$ cat src/hw/mon_int_cfg.svh
// Constants for the monitor interrupt and control-output block.
// Assumes a 50 MHz system clock and a 32-bit Avalon-MM register port.
`ifndef MON_INT_CFG_SVH
`define MON_INT_CFG_SVH

`define CLK_HZ 50000000
`define PULSE_MS 20
`define PULSE_CYC ((`CLK_HZ / 1000) * `PULSE_MS)
`define PULSE_CW 20
`define POST_DEPTH 32

// Word-aligned byte addresses of the register map.
`define ADDR_CFG 8'h00
`define ADDR_STAT1 8'h04
`define ADDR_STAT2 8'h08
`define ADDR_MGMT_MASK1 8'h0C
`define ADDR_MGMT_MASK2 8'h10
`define ADDR_HOST_MASK1 8'h14
`define ADDR_HOST_MASK2 8'h18
`define ADDR_POST_PORT0 8'h1C
`define ADDR_POST_PORT4 8'h20
`define ADDR_POST_INDEX 8'h24
`define ADDR_POST_DATA 8'h28
`define ADDR_POST_WPTR 8'h2C

`define CFG_RESET 8'h08
`define MASK_RESET 8'h00
`define HOST_MASK2_RESET 8'h40

`define CFG_START 0
`define CFG_MGMT_EN 1
`define CFG_HOST_EN 2
`define CFG_INT_CLEAR 3
`define CFG_RST_PULSE 4
`define CFG_HOST_MODE 5
`define CFG_BYPASS 6
`define MASK2_PULSE_BIT 7

// Status register 2 bit positions.
`define ST2_POST_OVF 0
`define ST2_OVERTEMP 1
`define ST2_INTRUSION 2
`define ST2_CHAINED 3
`endif

$ cat src/hw/mon_int_pkg.sv
// Types shared by the monitor interrupt block.
// Assumes the constants header is compiled alongside.
package mon_int_pkg;
	typedef struct packed {
		logic [7:0] volt;
		logic [2:0] temp;
		logic [2:0] fan;
	} limit_viol_s;

	typedef struct packed {
		logic host_int_n;
		logic mgmt_int_n;
		logic bypass_n;
	} ctrl_out_s;

	typedef enum logic [1:0] {
		PULSE_IDLE = 2'b00,
		PULSE_LOW = 2'b01,
		PULSE_DONE = 2'b11
	} pulse_e;
endpackage

$ cat src/hw/monitor_interrupt_control.sv
// Interrupt collection, masking, timed pin pulses and POST code RAM of a hardware monitor.
// Assumes limit pulses come from comparators on i_clk_sys; pins are asynchronous.
//
// Function
// Any voltage, temperature or fan limit violation raises an interrupt.
// Writing more than 32 POST bytes raises an interrupt.
// Low level on overtemperature input is an interrupt source.
// High level on chassis intrusion input is an interrupt source.
// Host mask 2 bit 7 pulses intrusion line low 20 ms, then self-clears.
// Active-low chained interrupt input feeds the management interrupt path.
// Two status registers; each output has its own per-source mask set.
// Configuration enables each output and selects host output mode.
// Reading a status register returns contents then clears it.
// Software waits 1.5 s between status reads.
// Cleared status deasserts the output until the loop updates it.
// Configuration bit 3 holds outputs cleared and stops the monitoring loop.
// Configuration bit 6 drives bypass output low.
// Reset pulse works only with management mask 2 bit 7 set.
// Configuration bit 4 pulses reset output low 20 ms, then self-clears.
// POST port writes store bytes; pointer stops after 32.
// POST RAM readable by index/data; separate auto-increment read pointer.
// NAND test mode: start low, clear high, management output forced low.
// In NAND test mode any tree pin toggle toggles the test output; code NANDs all eight pins, so only while the other seven are high.
// Output asserts when enabled and an unmasked status bit is set.
//
// Design decisions made here: the register offsets and the Avalon-MM slave port.
`timescale 1ns/1ps
`include "mon_int_cfg.svh"
module monitor_interrupt_control (
	input wire logic i_clk_sys,
	input wire logic i_rstn,
	input wire logic [7:0] i_avs_address,
	input wire logic i_avs_read,
	input wire logic i_avs_write,
	input wire logic [31:0] i_avs_writedata,
	input wire logic [3:0] i_avs_byteenable,
	output logic [31:0] o_avs_readdata,
	output logic o_avs_waitrequest,
	input wire mon_int_pkg::limit_viol_s i_limit_viol,
	input wire logic i_ext_overtemp_in_n,
	input wire logic i_intrusion_in,
	input wire logic i_chained_int_in_n,
	input wire logic i_mgmt_int_pin_in,
	input wire logic [7:0] i_tree_pins,
	output logic o_intrusion_oe,
	output logic o_intrusion_out,
	output logic o_reset_oe,
	output logic o_reset_out,
	output logic o_mgmt_int_out_n,
	output logic o_mgmt_int_oe,
	output logic o_host_int_n,
	output logic o_bypass_n,
	output logic o_loop_run,
	output logic o_nand_test_out
);
	import mon_int_pkg::*;

	////////////////////////////////////////////////////////////////////////
	function automatic logic [`PULSE_CW-1:0] pulse_count(input logic [`PULSE_CW-1:0] c, input logic run);
		pulse_count = run ? c + 20'h00001 : 20'h00000;
	endfunction

	// A read drops only the bits it handed out, so an event that lands while the read is in flight survives.
	function automatic logic [7:0] status_next(input logic [7:0] cur, input logic clr, input logic [7:0] taken,
		input logic [7:0] ev);
		status_next = (clr ? cur & ~taken : cur) | ev;
	endfunction

	function automatic pulse_e pulse_next(input pulse_e st, input logic go, input logic done);
		case (st)
			PULSE_IDLE: pulse_next = go ? PULSE_LOW : PULSE_IDLE;
			PULSE_LOW: pulse_next = done ? PULSE_DONE : PULSE_LOW;
			PULSE_DONE: pulse_next = PULSE_IDLE;
			default: pulse_next = PULSE_IDLE;
		endcase
	endfunction

	logic [2:0] ot_sync, ci_sync, ch_sync, mg_sync;
	logic [7:0] tree_s1, tree_s2;
	logic [7:0] cfg, stat1, stat2, mgmt_mask1, mgmt_mask2, host_mask1, host_mask2;
	logic [7:0] post_ram [0:`POST_DEPTH-1];
	logic [5:0] post_wptr;
	logic [4:0] post_rptr;
	logic [`PULSE_CW-1:0] ci_cnt, rst_cnt;
	pulse_e ci_st, rst_st;
	logic ack;
	logic nand_mode;
	logic [31:0] rdata;

	// Only the last stage of each synchroniser is read.
	always_ff @(posedge i_clk_sys or negedge i_rstn) begin
		if (!i_rstn) begin
			ot_sync <= 3'h7;
			ci_sync <= 3'h0;
			ch_sync <= 3'h7;
			mg_sync <= 3'h7;
			tree_s1 <= 8'hFF;
			tree_s2 <= 8'hFF;
		end else begin
			ot_sync <= {ot_sync[1:0], i_ext_overtemp_in_n};
			ci_sync <= {ci_sync[1:0], i_intrusion_in};
			ch_sync <= {ch_sync[1:0], i_chained_int_in_n};
			mg_sync <= {mg_sync[1:0], i_mgmt_int_pin_in};
			tree_s1 <= i_tree_pins;
			tree_s2 <= tree_s1;
		end
	end

	////////////////////////////////////////////////////////////////////////
	// Bus decode. Every access completes in the cycle after it is first seen.
	wire access = i_avs_read | i_avs_write;
	wire wr = i_avs_write & ack & i_avs_byteenable[0];
	wire rd = i_avs_read & ack;
	wire [7:0] wbyte = i_avs_writedata[7:0];
	wire wr_cfg = wr && i_avs_address == `ADDR_CFG;
	wire wr_mm1 = wr && i_avs_address == `ADDR_MGMT_MASK1;
	wire wr_mm2 = wr && i_avs_address == `ADDR_MGMT_MASK2;
	wire wr_hm1 = wr && i_avs_address == `ADDR_HOST_MASK1;
	wire wr_hm2 = wr && i_avs_address == `ADDR_HOST_MASK2;
	wire wr_post = wr && (i_avs_address == `ADDR_POST_PORT0 || i_avs_address == `ADDR_POST_PORT4);
	wire wr_idx = wr && i_avs_address == `ADDR_POST_INDEX;
	wire acc_data = (rd | wr) && i_avs_address == `ADDR_POST_DATA;
	wire rd_st1 = rd && i_avs_address == `ADDR_STAT1;
	wire rd_st2 = rd && i_avs_address == `ADDR_STAT2;
	assign o_avs_waitrequest = access & ~ack;

	always_ff @(posedge i_clk_sys or negedge i_rstn) begin
		if (!i_rstn) begin
			ack <= 1'b0;
		end else begin
			ack <= access & ~ack;
		end
	end

	////////////////////////////////////////////////////////////////////////
	// loop halt
	assign o_loop_run = ~cfg[`CFG_INT_CLEAR];
	// test entry
	assign nand_mode = ~cfg[`CFG_START] & cfg[`CFG_INT_CLEAR] & ~mg_sync[2];

	// limit sources
	wire [7:0] ev1 = i_limit_viol.volt[7:0] & {8{o_loop_run}};
	// POST overflow
	wire post_ovf = wr_post && post_wptr == 6'(`POST_DEPTH);
	// external sources
	wire [7:0] ev2 = {1'b0, i_limit_viol.temp[2:0] & {3{o_loop_run}}, ~ch_sync[2], ci_sync[2], ~ot_sync[2], post_ovf};

	// status
	always_ff @(posedge i_clk_sys or negedge i_rstn) begin
		if (!i_rstn) begin
			stat1 <= 8'h00;
			stat2 <= 8'h00;
		end else begin
			// clear on read, new event wins
			stat1 <= status_next(stat1, rd_st1, o_avs_readdata[7:0], ev1);
			stat2 <= status_next(stat2, rd_st2, o_avs_readdata[7:0], ev2);
		end
	end

	////////////////////////////////////////////////////////////////////////
	// Fan events share status 1 upper bits with voltage bits 5..7 folded in.
	wire [7:0] fan_ev = {i_limit_viol.fan, 5'h00} & {8{o_loop_run}};
	logic [7:0] stat1_fan;
	always_ff @(posedge i_clk_sys or negedge i_rstn) begin
		if (!i_rstn) begin
			stat1_fan <= 8'h00;
		end else begin
			stat1_fan <= status_next(stat1_fan, rd_st1, o_avs_readdata[7:0], fan_ev);
		end
	end
	wire [7:0] st1_all = stat1 | stat1_fan;

	// output assert
	wire mgmt_req = |(st1_all & ~mgmt_mask1) | |(stat2[6:0] & ~mgmt_mask2[6:0]);
	wire host_req = |(st1_all & ~host_mask1) | |(stat2[6:0] & ~host_mask2[6:0]);
	wire mgmt_act = cfg[`CFG_MGMT_EN] & ~cfg[`CFG_INT_CLEAR] & mgmt_req;
	wire host_act = cfg[`CFG_HOST_EN] & ~cfg[`CFG_INT_CLEAR] & host_req;

	always_ff @(posedge i_clk_sys or negedge i_rstn) begin
		if (!i_rstn) begin
			o_mgmt_int_out_n <= 1'b1;
			o_host_int_n <= 1'b1;
			o_bypass_n <= 1'b1;
		end else begin
			o_mgmt_int_out_n <= ~mgmt_act;
			// host mode: low-active when mode bit clear, high-active otherwise
			o_host_int_n <= cfg[`CFG_HOST_MODE] ? host_act : ~host_act;
			// bypass drive
			o_bypass_n <= ~cfg[`CFG_BYPASS];
		end
	end
	// Management line is open drain; it floats so a tester can force it in test mode.
	assign o_mgmt_int_oe = ~o_mgmt_int_out_n;

	////////////////////////////////////////////////////////////////////////
	// Control registers; self-clearing bits drop when their pulse ends.
	wire ci_done = ci_st == PULSE_LOW && ci_cnt == `PULSE_CW'(`PULSE_CYC - 1);
	wire rst_done = rst_st == PULSE_LOW && rst_cnt == `PULSE_CW'(`PULSE_CYC - 1);
	always_ff @(posedge i_clk_sys or negedge i_rstn) begin
		if (!i_rstn) begin
			cfg <= `CFG_RESET;
			mgmt_mask1 <= `MASK_RESET;
			mgmt_mask2 <= `MASK_RESET;
			host_mask1 <= `MASK_RESET;
			host_mask2 <= `HOST_MASK2_RESET;
		end else begin
			if (wr_cfg) begin
				cfg <= wbyte;
			end else if (rst_done) begin
				// self clear
				cfg[`CFG_RST_PULSE] <= 1'b0;
			end
			if (wr_mm1) mgmt_mask1 <= wbyte;
			if (wr_mm2) mgmt_mask2 <= wbyte;
			if (wr_hm1) host_mask1 <= wbyte;
			if (wr_hm2) begin
				host_mask2 <= wbyte;
			end else if (ci_done) begin
				// self clear
				host_mask2[`MASK2_PULSE_BIT] <= 1'b0;
			end
		end
	end

	////////////////////////////////////////////////////////////////////////
	// pulse timers
	wire ci_go = host_mask2[`MASK2_PULSE_BIT];
	wire rst_go = cfg[`CFG_RST_PULSE] & mgmt_mask2[`MASK2_PULSE_BIT];
	pulse_e next_ci_st;
	pulse_e next_rst_st;
	assign next_ci_st = pulse_next(ci_st, ci_go, ci_done);
	assign next_rst_st = pulse_next(rst_st, rst_go, rst_done);
	always_ff @(posedge i_clk_sys or negedge i_rstn) begin
		if (!i_rstn) begin
			ci_st <= PULSE_IDLE;
			rst_st <= PULSE_IDLE;
			ci_cnt <= 20'h00000;
			rst_cnt <= 20'h00000;
			o_intrusion_oe <= 1'b0;
			o_reset_oe <= 1'b0;
		end else begin
			ci_cnt <= pulse_count(ci_cnt, ci_st == PULSE_LOW);
			rst_cnt <= pulse_count(rst_cnt, rst_st == PULSE_LOW);
			ci_st <= next_ci_st;
			rst_st <= next_rst_st;
			// The pin enables come from flops, so a two-bit state step can never glitch a line low.
			o_intrusion_oe <= next_ci_st == PULSE_LOW;
			o_reset_oe <= next_rst_st == PULSE_LOW;
		end
	end
	assign o_intrusion_out = 1'b0;
	assign o_reset_out = 1'b0;

	////////////////////////////////////////////////////////////////////////
	// POST write pointer
	always_ff @(posedge i_clk_sys) begin
		if (wr_post && post_wptr < 6'(`POST_DEPTH)) post_ram[post_wptr[4:0]] <= wbyte;
	end
	// separate read pointer
	always_ff @(posedge i_clk_sys or negedge i_rstn) begin
		if (!i_rstn) begin
			post_wptr <= 6'h00;
			post_rptr <= 5'h00;
		end else begin
			if (wr_post && post_wptr < 6'(`POST_DEPTH)) post_wptr <= post_wptr + 6'h01;
			if (wr_idx) begin
				post_rptr <= wbyte[4:0];
			end else if (acc_data && post_rptr != 5'h1F) begin
				post_rptr <= post_rptr + 5'h01;
			end
		end
	end

	////////////////////////////////////////////////////////////////////////
	// Read data mux; unmapped addresses read zero.
	always_comb begin
		rdata = 32'h00000000;
		case (i_avs_address)
			`ADDR_CFG: rdata[7:0] = cfg;
			`ADDR_STAT1: rdata[7:0] = st1_all;
			`ADDR_STAT2: rdata[7:0] = stat2;
			`ADDR_MGMT_MASK1: rdata[7:0] = mgmt_mask1;
			`ADDR_MGMT_MASK2: rdata[7:0] = mgmt_mask2;
			`ADDR_HOST_MASK1: rdata[7:0] = host_mask1;
			`ADDR_HOST_MASK2: rdata[7:0] = host_mask2;
			`ADDR_POST_INDEX: rdata[4:0] = post_rptr;
			`ADDR_POST_DATA: rdata[7:0] = post_ram[post_rptr];
			`ADDR_POST_WPTR: rdata[5:0] = post_wptr;
			default: rdata = 32'h00000000;
		endcase
	end

	// NAND tree
	always_ff @(posedge i_clk_sys or negedge i_rstn) begin
		if (!i_rstn) begin
			o_avs_readdata <= 32'h00000000;
			o_nand_test_out <= 1'b0;
		end else begin
			o_avs_readdata <= (i_avs_read & ~ack) ? rdata : o_avs_readdata;
			o_nand_test_out <= nand_mode & ~(&tree_s2);
		end
	end
endmodule

$ cat config.mk
export PLATFORM = sky130hd
export DESIGN_NAME = monitor_interrupt_control
export DESIGN_NICKNAME = d
export VERILOG_FILES = /design/src/hw/mon_int_pkg.sv /design/src/hw/monitor_interrupt_control.sv
export VERILOG_INCLUDE_DIRS = /design/src /design/src/hw
export SDC_FILE = /design/constraint.sdc
export NUM_CORES = 1
export LEC_CHECK = 0
export BUFFER_PORTS_ARGS = -buffer_cell sky130_fd_sc_hd__buf_2
export CORE_MARGIN = 10
export CORE_UTILIZATION = 35
export DETAILED_ROUTE_END_ITERATION = 8
export GPL_ROUTABILITY_DRIVEN = 1
export PLACE_DENSITY = 0.56
export RECOVER_POWER = 100
export SETUP_SLACK_MARGIN = 0.5
export SLEW_MARGIN = 0
export SYNTH_ARGS = -nofsm -noshare
export SYNTH_HDL_FRONTEND = slang
export SYNTH_SLANG_ARGS = --single-unit
$ cat constraint.sdc
create_clock -name i_clk_sys -period 4 [get_ports i_clk_sys]
set_input_delay 0.6 -clock i_clk_sys [delete_from_list [all_inputs] [get_ports i_clk_sys]]
set_output_delay 0.6 -clock i_clk_sys [all_outputs]
set_load 0.02 [all_outputs]
==> summary.md <==
| Metric | Value |
|---|---|
| Lkg Pwr | `0.00722 µW` |
| TNS Setup | `0 ns` |
| PwrDens | `469 nW/µm²` |
| Pre-antenna DRT Iters | `7` |
| Peak supply drop | `0.243 mV` |
| DR vias | `10600` |
| Mapped Cells | `1219` |
| Fin crit period | `3.29 ns` |
| CP Launch Type | `input port` |
| Synthesized flop and latch total | `418` |
| Post-Route WL | `45700 µm` |
| Largest net degree at the start of global routing | `105` |
| Die area | `59900 µm²` |
| Failing checks | `capacitance limit, slew limit` |
| Number of global-route vias before repair | `11100` |
| Worst Setup Path Type | `in -> reg` |
| Final critical-path share of the clock period | `82.4%` |
| Crit. End Element | `flip-flop` |
| Comb power frac | `5.3%` |
| Slew @ Worst Pin | `2.59 ns` |
| Clock Skew | `0.0138 ns` |
| Post-cts sizing count | `0` |
| Placed Cells | `1959` |
| Deepest clock path buffer count | `3` |
| Post-CTS Setup Inserts | `0` |
| Total Power | `9540 µW` |
| Final setup vio count | `0` |
| First DRT Iteration DRCs | `826` |
| Hold/Removal Path Class | `in -> reg` |
| FP Rows | `82` |
| Remaining DRCs | `0` |
| Reg clk slew, reported paths | `0.06 ns` |
| Share of cells above drive strength 1 | `18.6%` |
| Avg Cell Area, Syn | `14.5 µm²` |
| Placer congestion estimate | `0.881` |
| Final Hold Slack | `0.142 ns` |
| Count of final hold-check violations | `0` |
| CTS Hold Bufs | `0` |
| CTS Buf Count | `44` |
| Yosys warning total | `0` |
| Ports | `117` |
| Switch Pwr | `2120 µW` |
| Critical path arrival | `3.48 ns` |
| Pins Over Slew Limit | `406` |
| Cell variety after synth | `70` |
| Clock latency at the later pin of the worst-skew pair | `0.56 ns` |
| Global Route Usage Sum | `15.3%` |
| Initial Util | `35.3%` |
| # port buffers | `63` |
| Seq pwr share | `49.2%` |
| GRT overflow | `0` |
| Total clock sinks | `418` |
| Fmax | `0.304 GHz` |
| Layout area overhead | `15.0%` |
| Clock root buffer | `clkbuf_16` |
| Htree depth | `2` |
| Via-per-instance ratio | `5.21` |
| Post-Syn Area | `17700 µm²` |
| WL per Instance | `22.4 µm` |
| Status | `finished with violations` |
| Worst EP required | `4.18 ns` |
| Clk network pwr share | `45.6%` |
| Chip Width | `245 µm` |
| Post-synthesis sequential area ratio | `66.6%` |
| Initial antenna violation count | `0` |
| First-pass GRT wire length | `70200 µm` |
| Ys flop type | `edfxtp_1` |
| EDFF count, synth | `256` |
| Final ANT Viol Nets | `0` |
| Asr flop ratio synth | `38.8%` |
| RSZ-0062 raised after global routing | `no` |
| Final Non-Filler Cells | `2041` |
| CTS tree | `done` |
| Sw frac | `22.2%` |
| Int Pwr | `7420 µW` |
| Fill count | `4686` |
| DP HPWL | `30300 µm` |
| # nets final | `1415` |
| Antenna diode count | `0` |
| Slew headroom | `-72.8%` |
| Core area | `50100 µm²` |
| Die H | `245 µm` |
| Max-cap violations | `9` |
| CP Max Fanout | `14` |
-- critical path: stages --
cell	delay (ns)
clkbuf_1	0.54
nor4bb_1	0.37
clkbuf_1	0.28
a22oi_1	0.19
nor3_4	0.41
nand2_1	0.35
nor2_1	0.18
clkbuf_1	0.53
-- cell families (layout without fill, tap and decap cells) --
group                    count (synthesis)  in the layout  share of synthesized area (%)
XOR/XNOR                                34             34                           1.68
multiplexers                           149            149                           12.0
AND/OR/NAND/NOR                        353            353                           10.2
AO/OA/AOI/OAI                          152            152                           6.08
flip-flops                             418            418                           66.6
adder cells (fa/ha/maj)                  8              8                          0.566
buffers and inverters                  104            229                           2.93
other                                    1             26                         0.0212
-- path summary, 6_finish.rpt --
check | depth (start not counted) | end | slack [ns] | start
max | 8 | post_ram[15][4]$_DFFE_PP_ | 0.71 | i_avs_address[2]
min | 1 | tree_s1[1]$_DFF_PN1_ | 0.14 | i_tree_pins[1]
max reg2reg | 4 | o_avs_readdata[0]$_DFFE_PN0P_ | 0.90 | post_rptr[0]$_DFFE_PN0P_
min reg2reg | 0 | ci_sync[2]$_DFF_PN0_ | 0.35 | ci_sync[1]$_DFF_PN0_
max in group asynchronous | 2 | rst_cnt[4]$_DFF_PN0_ | 1.21 | i_rstn
min in group asynchronous | 1 | stat1[6]$_DFF_PN0_ | 0.86 | i_rstn
-- metal layers --
metal / share of wire, % / track usage [%] / wire [µm] / vias to the layer above
li1: - / - / - / 4812
met1: 45 / 20.8 / 20700 / 5469
met2: 47 / 24.3 / 21500 / 287
met3: 5.4 / 3.05 / 2460 / 67
met4: 2.3 / 4.79 / 1070 / 0
met5: 0 / 0 / 0 / -
-- flip-flops by register name, summed over array words and instances (netlist names), 3 cells and up --
name / flops
mgmt_mask1: 8
host_mask2: 8
o_avs_readdata: 8
host_mask1: 8
ci_cnt: 20
stat1_fan: 8
post_rptr: 5
rst_cnt: 20
tree_s1: 8
stat2: 8
stat1: 8
post_wptr: 6
cfg: 8
tree_s2: 8
ot_sync: 3
post_ram: 256
mg_sync: 3
ci_sync: 3
ch_sync: 3
mgmt_mask2: 8
-- through the flow --
stage	util (%)	setup WS, ns	area [µm²]
after detailed placement	37.9	0.810	19000
after global placement	37.9	0.884	19000
final	40.6	0.705	20300
after floorplan	-	1.14	17800
after CTS	41.0	1.37	20500
after global routing	40.6	0.551	20300
-- area by class of cell --
type	count	area (µm²)	area share, %
flip-flops and latches	418	11800	57.9
multi-input cells	722	5470	26.9
inverters	28	105	0.517
well taps	672	841	4.13
clock buffers	52	1250	6.13
repair buffers	119	573	2.82
clock inverters	30	318	1.56
-- synth_stat cells, types with 7 or more instances --
| cell | n | share of area (%) |
|---|---|---|
| edfxtp_1 | 256 | 43 |
| ha_1 | 8 | 0.57 |
| buf_4 | 29 | 1.2 |
| nand2_1 | 77 | 1.6 |
| and3_1 | 9 | 0.32 |
| dfstp_2 | 30 | 4.5 |
| xor2_1 | 7 | 0.35 |
| dfrtp_1 | 132 | 19 |
| nor4_1 | 14 | 0.49 |
| clkbuf_1 | 29 | 0.62 |
| mux4_2 | 46 | 5.9 |
| nand4_1 | 14 | 0.49 |
| buf_2 | 15 | 0.42 |
| mux2i_1 | 65 | 3.7 |
| a21oi_1 | 24 | 0.68 |
| mux2_2 | 38 | 2.4 |
| nor2b_1 | 14 | 0.49 |
| and2_1 | 10 | 0.35 |
| o21ai_0 | 26 | 0.74 |
| nor2_1 | 96 | 2.0 |
| xnor2_1 | 27 | 1.3 |
| inv_1 | 27 | 0.57 |
| or3_1 | 17 | 0.60 |
| nand3_1 | 38 | 1.1 |
| a22o_1 | 16 | 0.79 |
| a22oi_1 | 13 | 0.55 |
| nand2b_1 | 15 | 0.53 |
| nor3_1 | 16 | 0.45 |
| o211ai_1 | 13 | 0.55 |
| o22ai_1 | 17 | 0.60 |
-- power by group through the flow --
stage | clock [µW] | combinational [µW] | sequential (µW)
floorplan | 0 | 303 | 4750
global placement | 0 | 504 | 4770
detailed placement | 0 | 511 | 4780
CTS | 4450 | 512 | 4690
global route | 4600 | 550 | 4700
finish | 4350 | 501 | 4690
-- cell usage in the layout (no fill, tap or decap), types with 5 or more instances in the layout --
master     Yosys  routed
clkinv_1       1       8
a22oi_1       13      13
o22ai_1       17      17
nand3_1       38      38
a22o_1        16      16
mux2_2        38      37
mux4_2        46      46
o211ai_1      13      13
nor4_1        14      15
nand4_1       14      14
clkbuf_16      0      48
dfstp_2       30      28
clkbuf_1      29      65
buf_2         15      35
bufinv_16      0       6
nor2b_1       14      14
nor2_1        96      96
ha_1           8       8
xor2_1         7       7
clkinv_2       0       9
conb_1         1      26
xnor2_1       27      27
and2_1        10       8
o21ai_0       26      26
buf_4         29      17
nand3b_1       5       5
edfxtp_1     256     256
or4_1          5       5
a21oi_1       24      24
or3_1         17      17
nand2_1       77      77
mux2i_1       65      65
inv_1         27      27
nand2b_1      15      15
nor3_1        16      18
and3_1         9       9
dfrtp_1      132     130
Power figures use the tool's default switching activity.
